### src/logic/response_defines.svh
`ifndef RESPONSE_DEFINES_SVH
`define RESPONSE_DEFINES_SVH
// Function
// - in completion with data pending, reading a byte other than the last returns it and changes nothing else.
// - reading the last response byte clears the response available flag and stays in completion.
// - a retry-only status write in completion rewinds the read pointer and sets the available flag.
// - an execute go request in completion with no data pending is ignored.
// - a command-ready-only status write in completion moves to idle with the available flag cleared and sets the idle interrupt flag.
// - data port writes in completion with no data pending are dropped.
// - a data port read while the available flag is clear returns FFh and changes nothing.
// - when execution finishes the device enters completion and sets the available flag.
// - an execute go request in completion with data pending causes no change.
// - data port writes in completion with data pending have no effect.

// ----------------------------------------
// register offsets
// ----------------------------------------
`define REG_STATUS 8'h00
`define REG_DATA 8'h04
`define REG_LENGTH 8'h08
`define REG_IRQ_STATUS 8'h0C
`define REG_IRQ_MASK 8'h10
`define REG_CONTROL 8'h14
// ----------------------------------------
// status register fields
// ----------------------------------------
`define STS_RETRY_BIT 1
`define STS_AVAIL_BIT 4
`define STS_GO_BIT 5
`define STS_READY_BIT 6
// ----------------------------------------
// interrupt bits, empty read value and response codes
// ----------------------------------------
`define IRQ_DONE_BIT 0
`define IRQ_DRAINED_BIT 1
`define IRQ_IDLE_BIT 2
`define IRQ_WIDTH 3
`define EMPTY_READ 8'hFF
`define RESP_AXI_OKAY 2'b00
`define RESP_AXI_SLVERR 2'b10
`endif

### src/logic/response_pkg.sv
package response_pkg;
	typedef enum logic [1:0] {st_idle, st_execution, st_completion} phase_type;
endpackage

### src/logic/response_queue.sv
`timescale 1ns/10ps
// response byte store with a rewindable read pointer
module response_queue #(
	parameter int depth = 64,
	parameter int aw = 6
) (
	input wire logic aclk,
	input wire logic aresetn,
	input wire logic load_valid,
	input wire logic [7:0] load_data,
	input wire logic [aw-1:0] load_addr,
	input wire logic rewind,
	input wire logic advance,
	output logic [aw-1:0] pointer,
	output logic [7:0] head
);
	logic [7:0] mem [depth];

	always_ff @(posedge aclk) begin
		if (load_valid) begin
			mem[load_addr] <= load_data;
		end
	end

	always_ff @(posedge aclk) begin
		if (!aresetn || rewind) begin
			pointer <= '0;
		end else if (advance) begin
			pointer <= pointer + aw'(1);
		end
	end

	assign head = mem[pointer];
endmodule

### src/logic/response_control.sv
`timescale 1ns/10ps
`include "response_defines.svh"
module response_control #(
	parameter int depth = 64,
	parameter int aw = 6
) (
	input wire logic aclk,
	input wire logic aresetn,
	input wire logic [7:0] s_axi_awaddr,
	input wire logic s_axi_awvalid,
	output logic s_axi_awready,
	input wire logic [31:0] s_axi_wdata,
	input wire logic [3:0] s_axi_wstrb,
	input wire logic s_axi_wvalid,
	output logic s_axi_wready,
	output logic [1:0] s_axi_bresp,
	output logic s_axi_bvalid,
	input wire logic s_axi_bready,
	input wire logic [7:0] s_axi_araddr,
	input wire logic s_axi_arvalid,
	output logic s_axi_arready,
	output logic [31:0] s_axi_rdata,
	output logic [1:0] s_axi_rresp,
	output logic s_axi_rvalid,
	input wire logic s_axi_rready,
	input wire logic exec_done,
	input wire logic load_valid,
	input wire logic [7:0] load_data,
	input wire logic [aw-1:0] load_addr,
	output logic irq
);
	response_pkg::phase_type phase;
	logic avail;
	logic [aw:0] length;
	logic [`IRQ_WIDTH-1:0] irq_status;
	logic [`IRQ_WIDTH-1:0] irq_mask;
	logic aw_held;
	logic w_held;
	logic [7:0] aw_addr;
	logic [31:0] w_data;
	logic [aw-1:0] pointer;
	logic [7:0] head;

	// ----------------------------------------
	// write channel
	// ----------------------------------------
	wire aw_take = s_axi_awvalid && s_axi_awready;
	wire w_take = s_axi_wvalid && s_axi_wready;
	wire wr_fire = aw_held && w_held && !s_axi_bvalid;
	wire wr_status = wr_fire && aw_addr == `REG_STATUS;
	wire wr_data = wr_fire && aw_addr == `REG_DATA;
	wire wr_length = wr_fire && aw_addr == `REG_LENGTH;
	wire wr_irq_sts = wr_fire && aw_addr == `REG_IRQ_STATUS;
	wire wr_irq_mask = wr_fire && aw_addr == `REG_IRQ_MASK;
	wire wr_known = wr_status || wr_data || wr_length || wr_irq_sts || wr_irq_mask;
	wire [2:0] cmd_bits = {w_data[`STS_READY_BIT], w_data[`STS_GO_BIT], w_data[`STS_RETRY_BIT]};
	wire in_completion = phase == response_pkg::st_completion;
	// several fields set at once is left undefined; this block acts on none of them
	wire cmd_retry = wr_status && cmd_bits == 3'h1 && in_completion;
	wire cmd_ready = wr_status && cmd_bits == 3'h4 && in_completion;
	// the go request only starts execution from idle; it is how a command is begun here
	wire wr_control_go = wr_status && cmd_bits == 3'h2 && phase == response_pkg::st_idle;
	// go never changes anything in completion
	// data writes are always dropped here; nothing accepts a command

	// ----------------------------------------
	// read channel
	// ----------------------------------------
	wire rd_take = s_axi_arvalid && s_axi_arready;
	wire rd_data = rd_take && s_axi_araddr == `REG_DATA;
	wire pop = rd_data && avail && in_completion;
	wire last_byte = {1'b0, pointer} == length - (aw+1)'(1);
	wire drained = pop && last_byte;
	wire start_done = exec_done && phase == response_pkg::st_execution;
	wire [31:0] status_word = 32'(avail) << `STS_AVAIL_BIT;
	wire [31:0] data_word = avail ? {24'h000000, head} : {24'h000000, `EMPTY_READ};
	wire [31:0] rd_word = s_axi_araddr == `REG_STATUS ? status_word :
		s_axi_araddr == `REG_DATA ? data_word :
		s_axi_araddr == `REG_LENGTH ? 32'(length) :
		s_axi_araddr == `REG_IRQ_STATUS ? 32'(irq_status) :
		s_axi_araddr == `REG_IRQ_MASK ? 32'(irq_mask) :
		s_axi_araddr == `REG_CONTROL ? 32'(phase) : 32'h00000000;
	wire rd_known = s_axi_araddr <= `REG_CONTROL && s_axi_araddr[1:0] == 2'b00;
	wire [`IRQ_WIDTH-1:0] irq_events = {cmd_ready, drained, start_done};

	response_queue #(.depth(depth), .aw(aw)) queue (
		.aclk(aclk),
		.aresetn(aresetn),
		.load_valid(load_valid),
		.load_data(load_data),
		.load_addr(load_addr),
		.rewind(cmd_retry || start_done),
		.advance(pop),
		.pointer(pointer),
		.head(head)
	);

	always_ff @(posedge aclk) begin
		if (!aresetn) begin
			aw_held <= 1'b0;
			w_held <= 1'b0;
			s_axi_awready <= 1'b0;
			s_axi_wready <= 1'b0;
			s_axi_bvalid <= 1'b0;
			s_axi_bresp <= `RESP_AXI_OKAY;
			aw_addr <= 8'h00;
			w_data <= 32'h00000000;
		end else begin
			s_axi_awready <= !aw_held && !aw_take;
			s_axi_wready <= !w_held && !w_take;
			if (aw_take) begin
				aw_held <= 1'b1;
				aw_addr <= s_axi_awaddr;
			end
			if (w_take) begin
				w_held <= 1'b1;
				w_data <= s_axi_wdata;
			end
			if (wr_fire) begin
				s_axi_bvalid <= 1'b1;
				s_axi_bresp <= wr_known ? `RESP_AXI_OKAY : `RESP_AXI_SLVERR;
			end else if (s_axi_bvalid && s_axi_bready) begin
				s_axi_bvalid <= 1'b0;
				aw_held <= 1'b0;
				w_held <= 1'b0;
				s_axi_awready <= 1'b1;
				s_axi_wready <= 1'b1;
			end
		end
	end

	always_ff @(posedge aclk) begin
		if (!aresetn) begin
			s_axi_arready <= 1'b0;
			s_axi_rvalid <= 1'b0;
			s_axi_rdata <= 32'h00000000;
			s_axi_rresp <= `RESP_AXI_OKAY;
		end else if (rd_take) begin
			s_axi_arready <= 1'b0;
			s_axi_rvalid <= 1'b1;
			s_axi_rdata <= rd_word;
			s_axi_rresp <= rd_known ? `RESP_AXI_OKAY : `RESP_AXI_SLVERR;
		end else if (s_axi_rvalid && s_axi_rready) begin
			s_axi_rvalid <= 1'b0;
			s_axi_arready <= 1'b1;
		end else begin
			s_axi_arready <= !s_axi_rvalid;
		end
	end

	// ----------------------------------------
	// phase and flags
	// ----------------------------------------
	always_ff @(posedge aclk) begin
		if (!aresetn) begin
			phase <= response_pkg::st_idle;
			avail <= 1'b0;
			length <= '0;
		end else begin
			if (wr_length && phase != response_pkg::st_completion) begin
				length <= w_data[aw:0];
			end
			if (start_done) begin
				phase <= response_pkg::st_completion;
				avail <= 1'b1;
			end else if (cmd_ready) begin
				phase <= response_pkg::st_idle;
				avail <= 1'b0;
			end else if (cmd_retry) begin
				avail <= 1'b1;
			end else if (drained) begin
				avail <= 1'b0;
			end else if (wr_control_go) begin
				phase <= response_pkg::st_execution;
			end
		end
	end

	// ----------------------------------------
	// interrupts
	// ----------------------------------------
	always_ff @(posedge aclk) begin
		if (!aresetn) begin
			irq_status <= '0;
			irq_mask <= '0;
			irq <= 1'b0;
		end else begin
			// a set in the clearing cycle wins
			irq_status <= (irq_status & ~(wr_irq_sts ? w_data[`IRQ_WIDTH-1:0] : '0)) | irq_events;
			if (wr_irq_mask) begin
				irq_mask <= w_data[`IRQ_WIDTH-1:0];
			end
			irq <= |(irq_status & irq_mask);
		end
	end

	// ----------------------------------------
	// checks
	// ----------------------------------------
	done_enters_completion_a: assert property (@(posedge aclk) disable iff (!aresetn)
		start_done |=> in_completion && avail) else $error("execution end did not enter completion");
	pop_keeps_phase_a: assert property (@(posedge aclk) disable iff (!aresetn)
		pop && !last_byte && !cmd_ready && !cmd_retry |=> in_completion && avail)
		else $error("mid read changed state");
	last_clears_avail_a: assert property (@(posedge aclk) disable iff (!aresetn)
		drained && !cmd_ready && !cmd_retry |=> in_completion && !avail) else $error("last byte kept avail");
	retry_rewinds_a: assert property (@(posedge aclk) disable iff (!aresetn)
		cmd_retry && !start_done |=> avail && pointer == '0) else $error("retry did not rewind");
	ready_to_idle_a: assert property (@(posedge aclk) disable iff (!aresetn)
		cmd_ready && !start_done |=> phase == response_pkg::st_idle && !avail) else $error("ready did not idle");
	go_ignored_a: assert property (@(posedge aclk) disable iff (!aresetn)
		wr_status && cmd_bits == 3'h2 && in_completion && !drained |=> in_completion && $stable(avail))
		else $error("go changed completion");
	data_write_dropped_a: assert property (@(posedge aclk) disable iff (!aresetn)
		wr_data && in_completion && !rd_take |=> $stable(avail) && $stable(pointer))
		else $error("data write had effect");
	empty_read_ff_a: assert property (@(posedge aclk) disable iff (!aresetn)
		rd_data && !avail && !cmd_retry && !start_done |=> s_axi_rdata == {24'h000000, `EMPTY_READ} && $stable(pointer))
		else $error("empty read not FF");
	ascending_read_a: assert property (@(posedge aclk) disable iff (!aresetn)
		pop && !cmd_retry && !start_done |=> pointer == $past(pointer) + aw'(1)) else $error("pointer not stepped");
	irq_level_a: assert property (@(posedge aclk) disable iff (!aresetn)
		|(irq_status & irq_mask) |=> irq) else $error("irq not raised");
	drain_cover: cover property (@(posedge aclk) disable iff (!aresetn) drained);
	retry_cover: cover property (@(posedge aclk) disable iff (!aresetn) cmd_retry && !avail);
	idle_cover: cover property (@(posedge aclk) disable iff (!aresetn) cmd_ready);
	empty_cover: cover property (@(posedge aclk) disable iff (!aresetn) rd_data && !avail && in_completion);
endmodule

### config.mk
export PLATFORM = sky130hd
export DESIGN_NAME = response_control
export DESIGN_NICKNAME = d
export VERILOG_FILES = /design/src/logic/response_pkg.sv /design/src/logic/response_queue.sv /design/src/logic/response_control.sv
export VERILOG_INCLUDE_DIRS = /design/src /design/src/logic
export SDC_FILE = /design/constraint.sdc
export NUM_CORES = 1
export LEC_CHECK = 0
export BUFFER_PORTS_ARGS = -buffer_cell sky130_fd_sc_hd__buf_2
export CAP_MARGIN = 20
export CORE_MARGIN = 3
export CORE_UTILIZATION = 32
export DETAILED_ROUTE_END_ITERATION = 8
export MAX_ROUTING_LAYER = met4
export SLEW_MARGIN = 20
export SYNTH_ARGS = -nofsm -noshare
export SYNTH_HDL_FRONTEND = slang
export SYNTH_SLANG_ARGS = --single-unit
### constraint.sdc
create_clock -name aclk -period 1.77 [get_ports aclk]
set_input_delay 0 -clock aclk [delete_from_list [all_inputs] [get_ports aclk]]
set_output_delay 0 -clock aclk [all_outputs]
set_load 0.03 [all_outputs]
==> flow_metrics.env <==
export IMPL_most_common_layout_cells="edfxtp_1 (512), buf_4 (214), mux4_2 (107)"
export IMPL_p_int_uw=21600
export IMPL_clk_pin_slew_worst_paths_ps=60
export IMPL_ioPinCount=117
export IMPL_die_x_um=274
export IMPL_synth_edff_count=512
export IMPL_status="finished with violations"
export IMPL_layout_commonest_cell="edfxtp_1"
export IMPL_vdd_drop_max_mv=0.882
export IMPL_hold_path_class="in2reg"
export IMPL_sequentialPowerShare=0.546
export IMPL_syn_avg_cell_area_um2=17.3
export IMPL_place_inst=2482
export IMPL_period_share=1.28
export IMPL_worst_pin_slew_ps=906
export IMPL_drtIter0Drc=1299
export IMPL_synth_async_reset_ratio=0
export IMPL_cp_data_arrival_time_ps=2740
export IMPL_cts_root_buf="clkbuf_16"
export IMPL_antenna_left=0
export IMPL_synth_distinct_cells=71
export IMPL_h_tree_depth=2
export IMPL_swShare=0.206
export IMPL_final_nets=1760
export IMPL_grt_first_pass_wirelength_mm=90.1
export IMPL_syn_area_mm2=0.0230
export IMPL_grt_max_degree=65
export IMPL_power_clock_fraction=0.423
export IMPL_rsz0062_at_grt="true"
export IMPL_tritoncts="done"
export IMPL_dieArea_mm2=0.0753
export IMPL_rr_worst_depth=8
export IMPL_wl_met1_mm=26.2
export IMPL_leakage_uw=0.00966
export IMPL_ctsLongestPathBuffers=3
export IMPL_period_needed_ps=2260
export IMPL_rows=97
export IMPL_cts_sinks=573
export IMPL_core_area_mm2=0.0706
export IMPL_grt_use_total=0.165
export IMPL_worstSetupPathType="reg2reg"
export IMPL_crit_fanout=13
export IMPL_numCtsBuffers=56
export IMPL_finalWorstSetupSlack_ps=-492
export IMPL_area_delta_synth_final_pct=26.0
export IMPL_first_pass_iters=5
export IMPL_cp_required_ps=2250
export IMPL_syn_inst=1329
export IMPL_worst_r2r_setup_slack_ps=-490
export IMPL_yosysWarnings=0
export IMPL_wl_met2_mm=29.2
export IMPL_final_util=0.411
export IMPL_drcViolationCount=0
export IMPL_crit_chain="buf_12 > buf_16 > or2_4 > a211oi_2 > nor3_1 > buf_4 > o41ai_4 > a31oi_1"
export IMPL_gr_total_overflow=0
export IMPL_initial_utilization=0.326
export IMPL_yosysSeqAreaShare=0.720
export IMPL_maxUsedRoutingLayer="met4"
export IMPL_synth_seq_cells=573
export IMPL_gp_congestion=0.928
export IMPL_worstReg2RegEnd="s_axi_rdata[5]"
export IMPL_tns_ps=-3430
export IMPL_violations="setup timing"
export IMPL_final_setup_viol_count=11
export IMPL_via_per_inst=5.10
export IMPL_end_kind="register"
export IMPL_max_freq_mhz=442
export IMPL_critPathSlowestCell="o41ai_4"
export IMPL_hold_viol=0
export IMPL_yosys_most_used_dff="edfxtp_1"
export IMPL_worst_clock_skew_ps=30.0
export IMPL_finalNonFillerCells=2663
export IMPL_diodes=0
export IMPL_hpwl_mm=40.9
export IMPL_pwr_share_comb=0.031
export IMPL_slew_headroom=0.394
export IMPL_route_met3_wl_mm=4.30
export IMPL_die_h_um=274
export IMPL_worstSetupStartpointType="register"
export IMPL_clk_latency_ps=620
export IMPL_endpoint="s_axi_rdata[5]"
export IMPL_grt_pass1_vias=14000
export IMPL_pre_cts_ws_ps=-712
export IMPL_maxCapViolations=0
export IMPL_antenna_found_initial=0
export IMPL_p_switching_uw=5610
export IMPL_p_per_area_mw_per_mm2=938
export IMPL_slew_viol_final=0
export IMPL_vias=13600
export IMPL_layout_drive_gt1_share=0.348
export IMPL_hold_worst_slack_ps=38.0
export IMPL_post_drt_wl_per_cell_um=22.9
export IMPL_port_buffers=61
export IMPL_wirelength_mm=61.0
export IMPL_critPathMaxStageDelay_ps=540
## per-layer routing
layer | track usage | vias up
li1 | - | 5980
met3 | 0.0327 | 86
met1 | 0.217 | 7001
met5 | - | -
met2 | 0.266 | 522
met4 | 0.0402 | 0
## cell usage after synthesis, types with 14 or more instances
| master | number | area (um2) |
|---|---|---|
| buf_2 | 19 | 95.1 |
| dfxtp_1 | 61 | 1220 |
| nand2_1 | 51 | 191 |
| mux2i_1 | 19 | 190 |
| nor3_1 | 14 | 70.1 |
| mux2_2 | 32 | 360 |
| a31oi_1 | 14 | 87.6 |
| clkbuf_1 | 36 | 135 |
| a21oi_1 | 47 | 235 |
| a22oi_1 | 31 | 233 |
| nor2b_1 | 21 | 131 |
| edfxtp_1 | 512 | 15400 |
| buf_4 | 37 | 278 |
| mux4_2 | 107 | 2410 |
| nor2_1 | 103 | 387 |
| nand3_1 | 35 | 175 |
## registers in the layout, indices dropped and copies added (netlist names), named ones only
name / count
s_axi_rdata: 8
queue.mem: 512
aw_held: 1
s_axi_bvalid: 1
s_axi_bresp: 1
w_data: 7
length: 7
irq: 1
irq_status: 3
s_axi_rresp: 1
irq_mask: 3
w_held: 1
s_axi_arready: 1
phase: 2
s_axi_wready: 1
aw_addr: 8
queue.pointer: 6
avail: 1
s_axi_rvalid: 1
s_axi_awready: 1
## power groups by stage
stage	logic (uW)	clock network, uW	registers, uW
final	842	11500	14900
after global routing	906	12300	14900
after CTS	831	11700	14900
after detailed placement	735	0	15200
after global placement	709	0	15200
after floorplan	336	0	15200
## kinds of logic (layout without fill, tap and decap cells)
logic type,count (synthesis),count (layout),synth area share
multiplexers,164,164,0.131
adder cells (fa/ha/maj),2,2,0.00109
AND/OR/NAND/NOR,294,294,0.0633
other,1,26,0.000163
AO/OA/AOI/OAI,174,174,0.0527
flip-flops,573,573,0.720
buffers and inverters,108,477,0.0260
XOR/XNOR,13,13,0.00494
## final cells by class
| type | instances | area (um2) |
|---|---|---|
| clock buffers | 64 | 1430 |
| clock inverters | 34 | 332 |
| fillers | 6359 | 41600 |
| inverters | 9 | 33.8 |
| multi-input cells | 673 | 6240 |
| flip-flops and latches | 573 | 16600 |
| well taps | 940 | 1180 |
| repair buffers | 370 | 3210 |
## critical path: cells and delay by family, from the launching register on
kind / cells / cell delay [ps]
AND/OR/NAND/NOR: 2 / 380
flip-flops: 1 / 380
AO/OA/AOI/OAI: 3 / 880
buffers and inverters: 3 / 460
## how the worst min path moves through the flow
stage / startpoint / end / slack [ps] / cells after the start
finish: s_axi_araddr[4] / register / 40 / 5
CTS: s_axi_arvalid / s_axi_rdata[5] / 5 / 4
global placement: s_axi_awaddr[6] / aw_addr[6] / 260 / 3
detailed placement: s_axi_awaddr[1] / aw_addr[1] / 270 / 3
floorplan: load_data[0] / queue.mem[0][0] / 100 / 0
global route: s_axi_araddr[4] / register / 40 / 5
## repair_timing
item                       in CTS  in global routing
cloned                          0                  2
setup endpoints to repair      32                 34
setup buffers                  11                 16
hold buffers                   54                  1
pin swaps                      13                 35
resized for setup              46                 36
hold endpoints to repair      357                 37
## per-stage QoR
| step | power [uW] | cell area (um2) |
|---|---|---|
| 2_1_floorplan | 15500 | 23200 |
| 6_report | 27200 | 29000 |
| 5_1_grt | 28100 | 29000 |
| 3_3_place_gp | 15900 | 26000 |
| 3_5_place_dp | 15900 | 26000 |
| 4_1_cts | 27400 | 28700 |
Note: power is estimated with default switching activity, not from simulation.
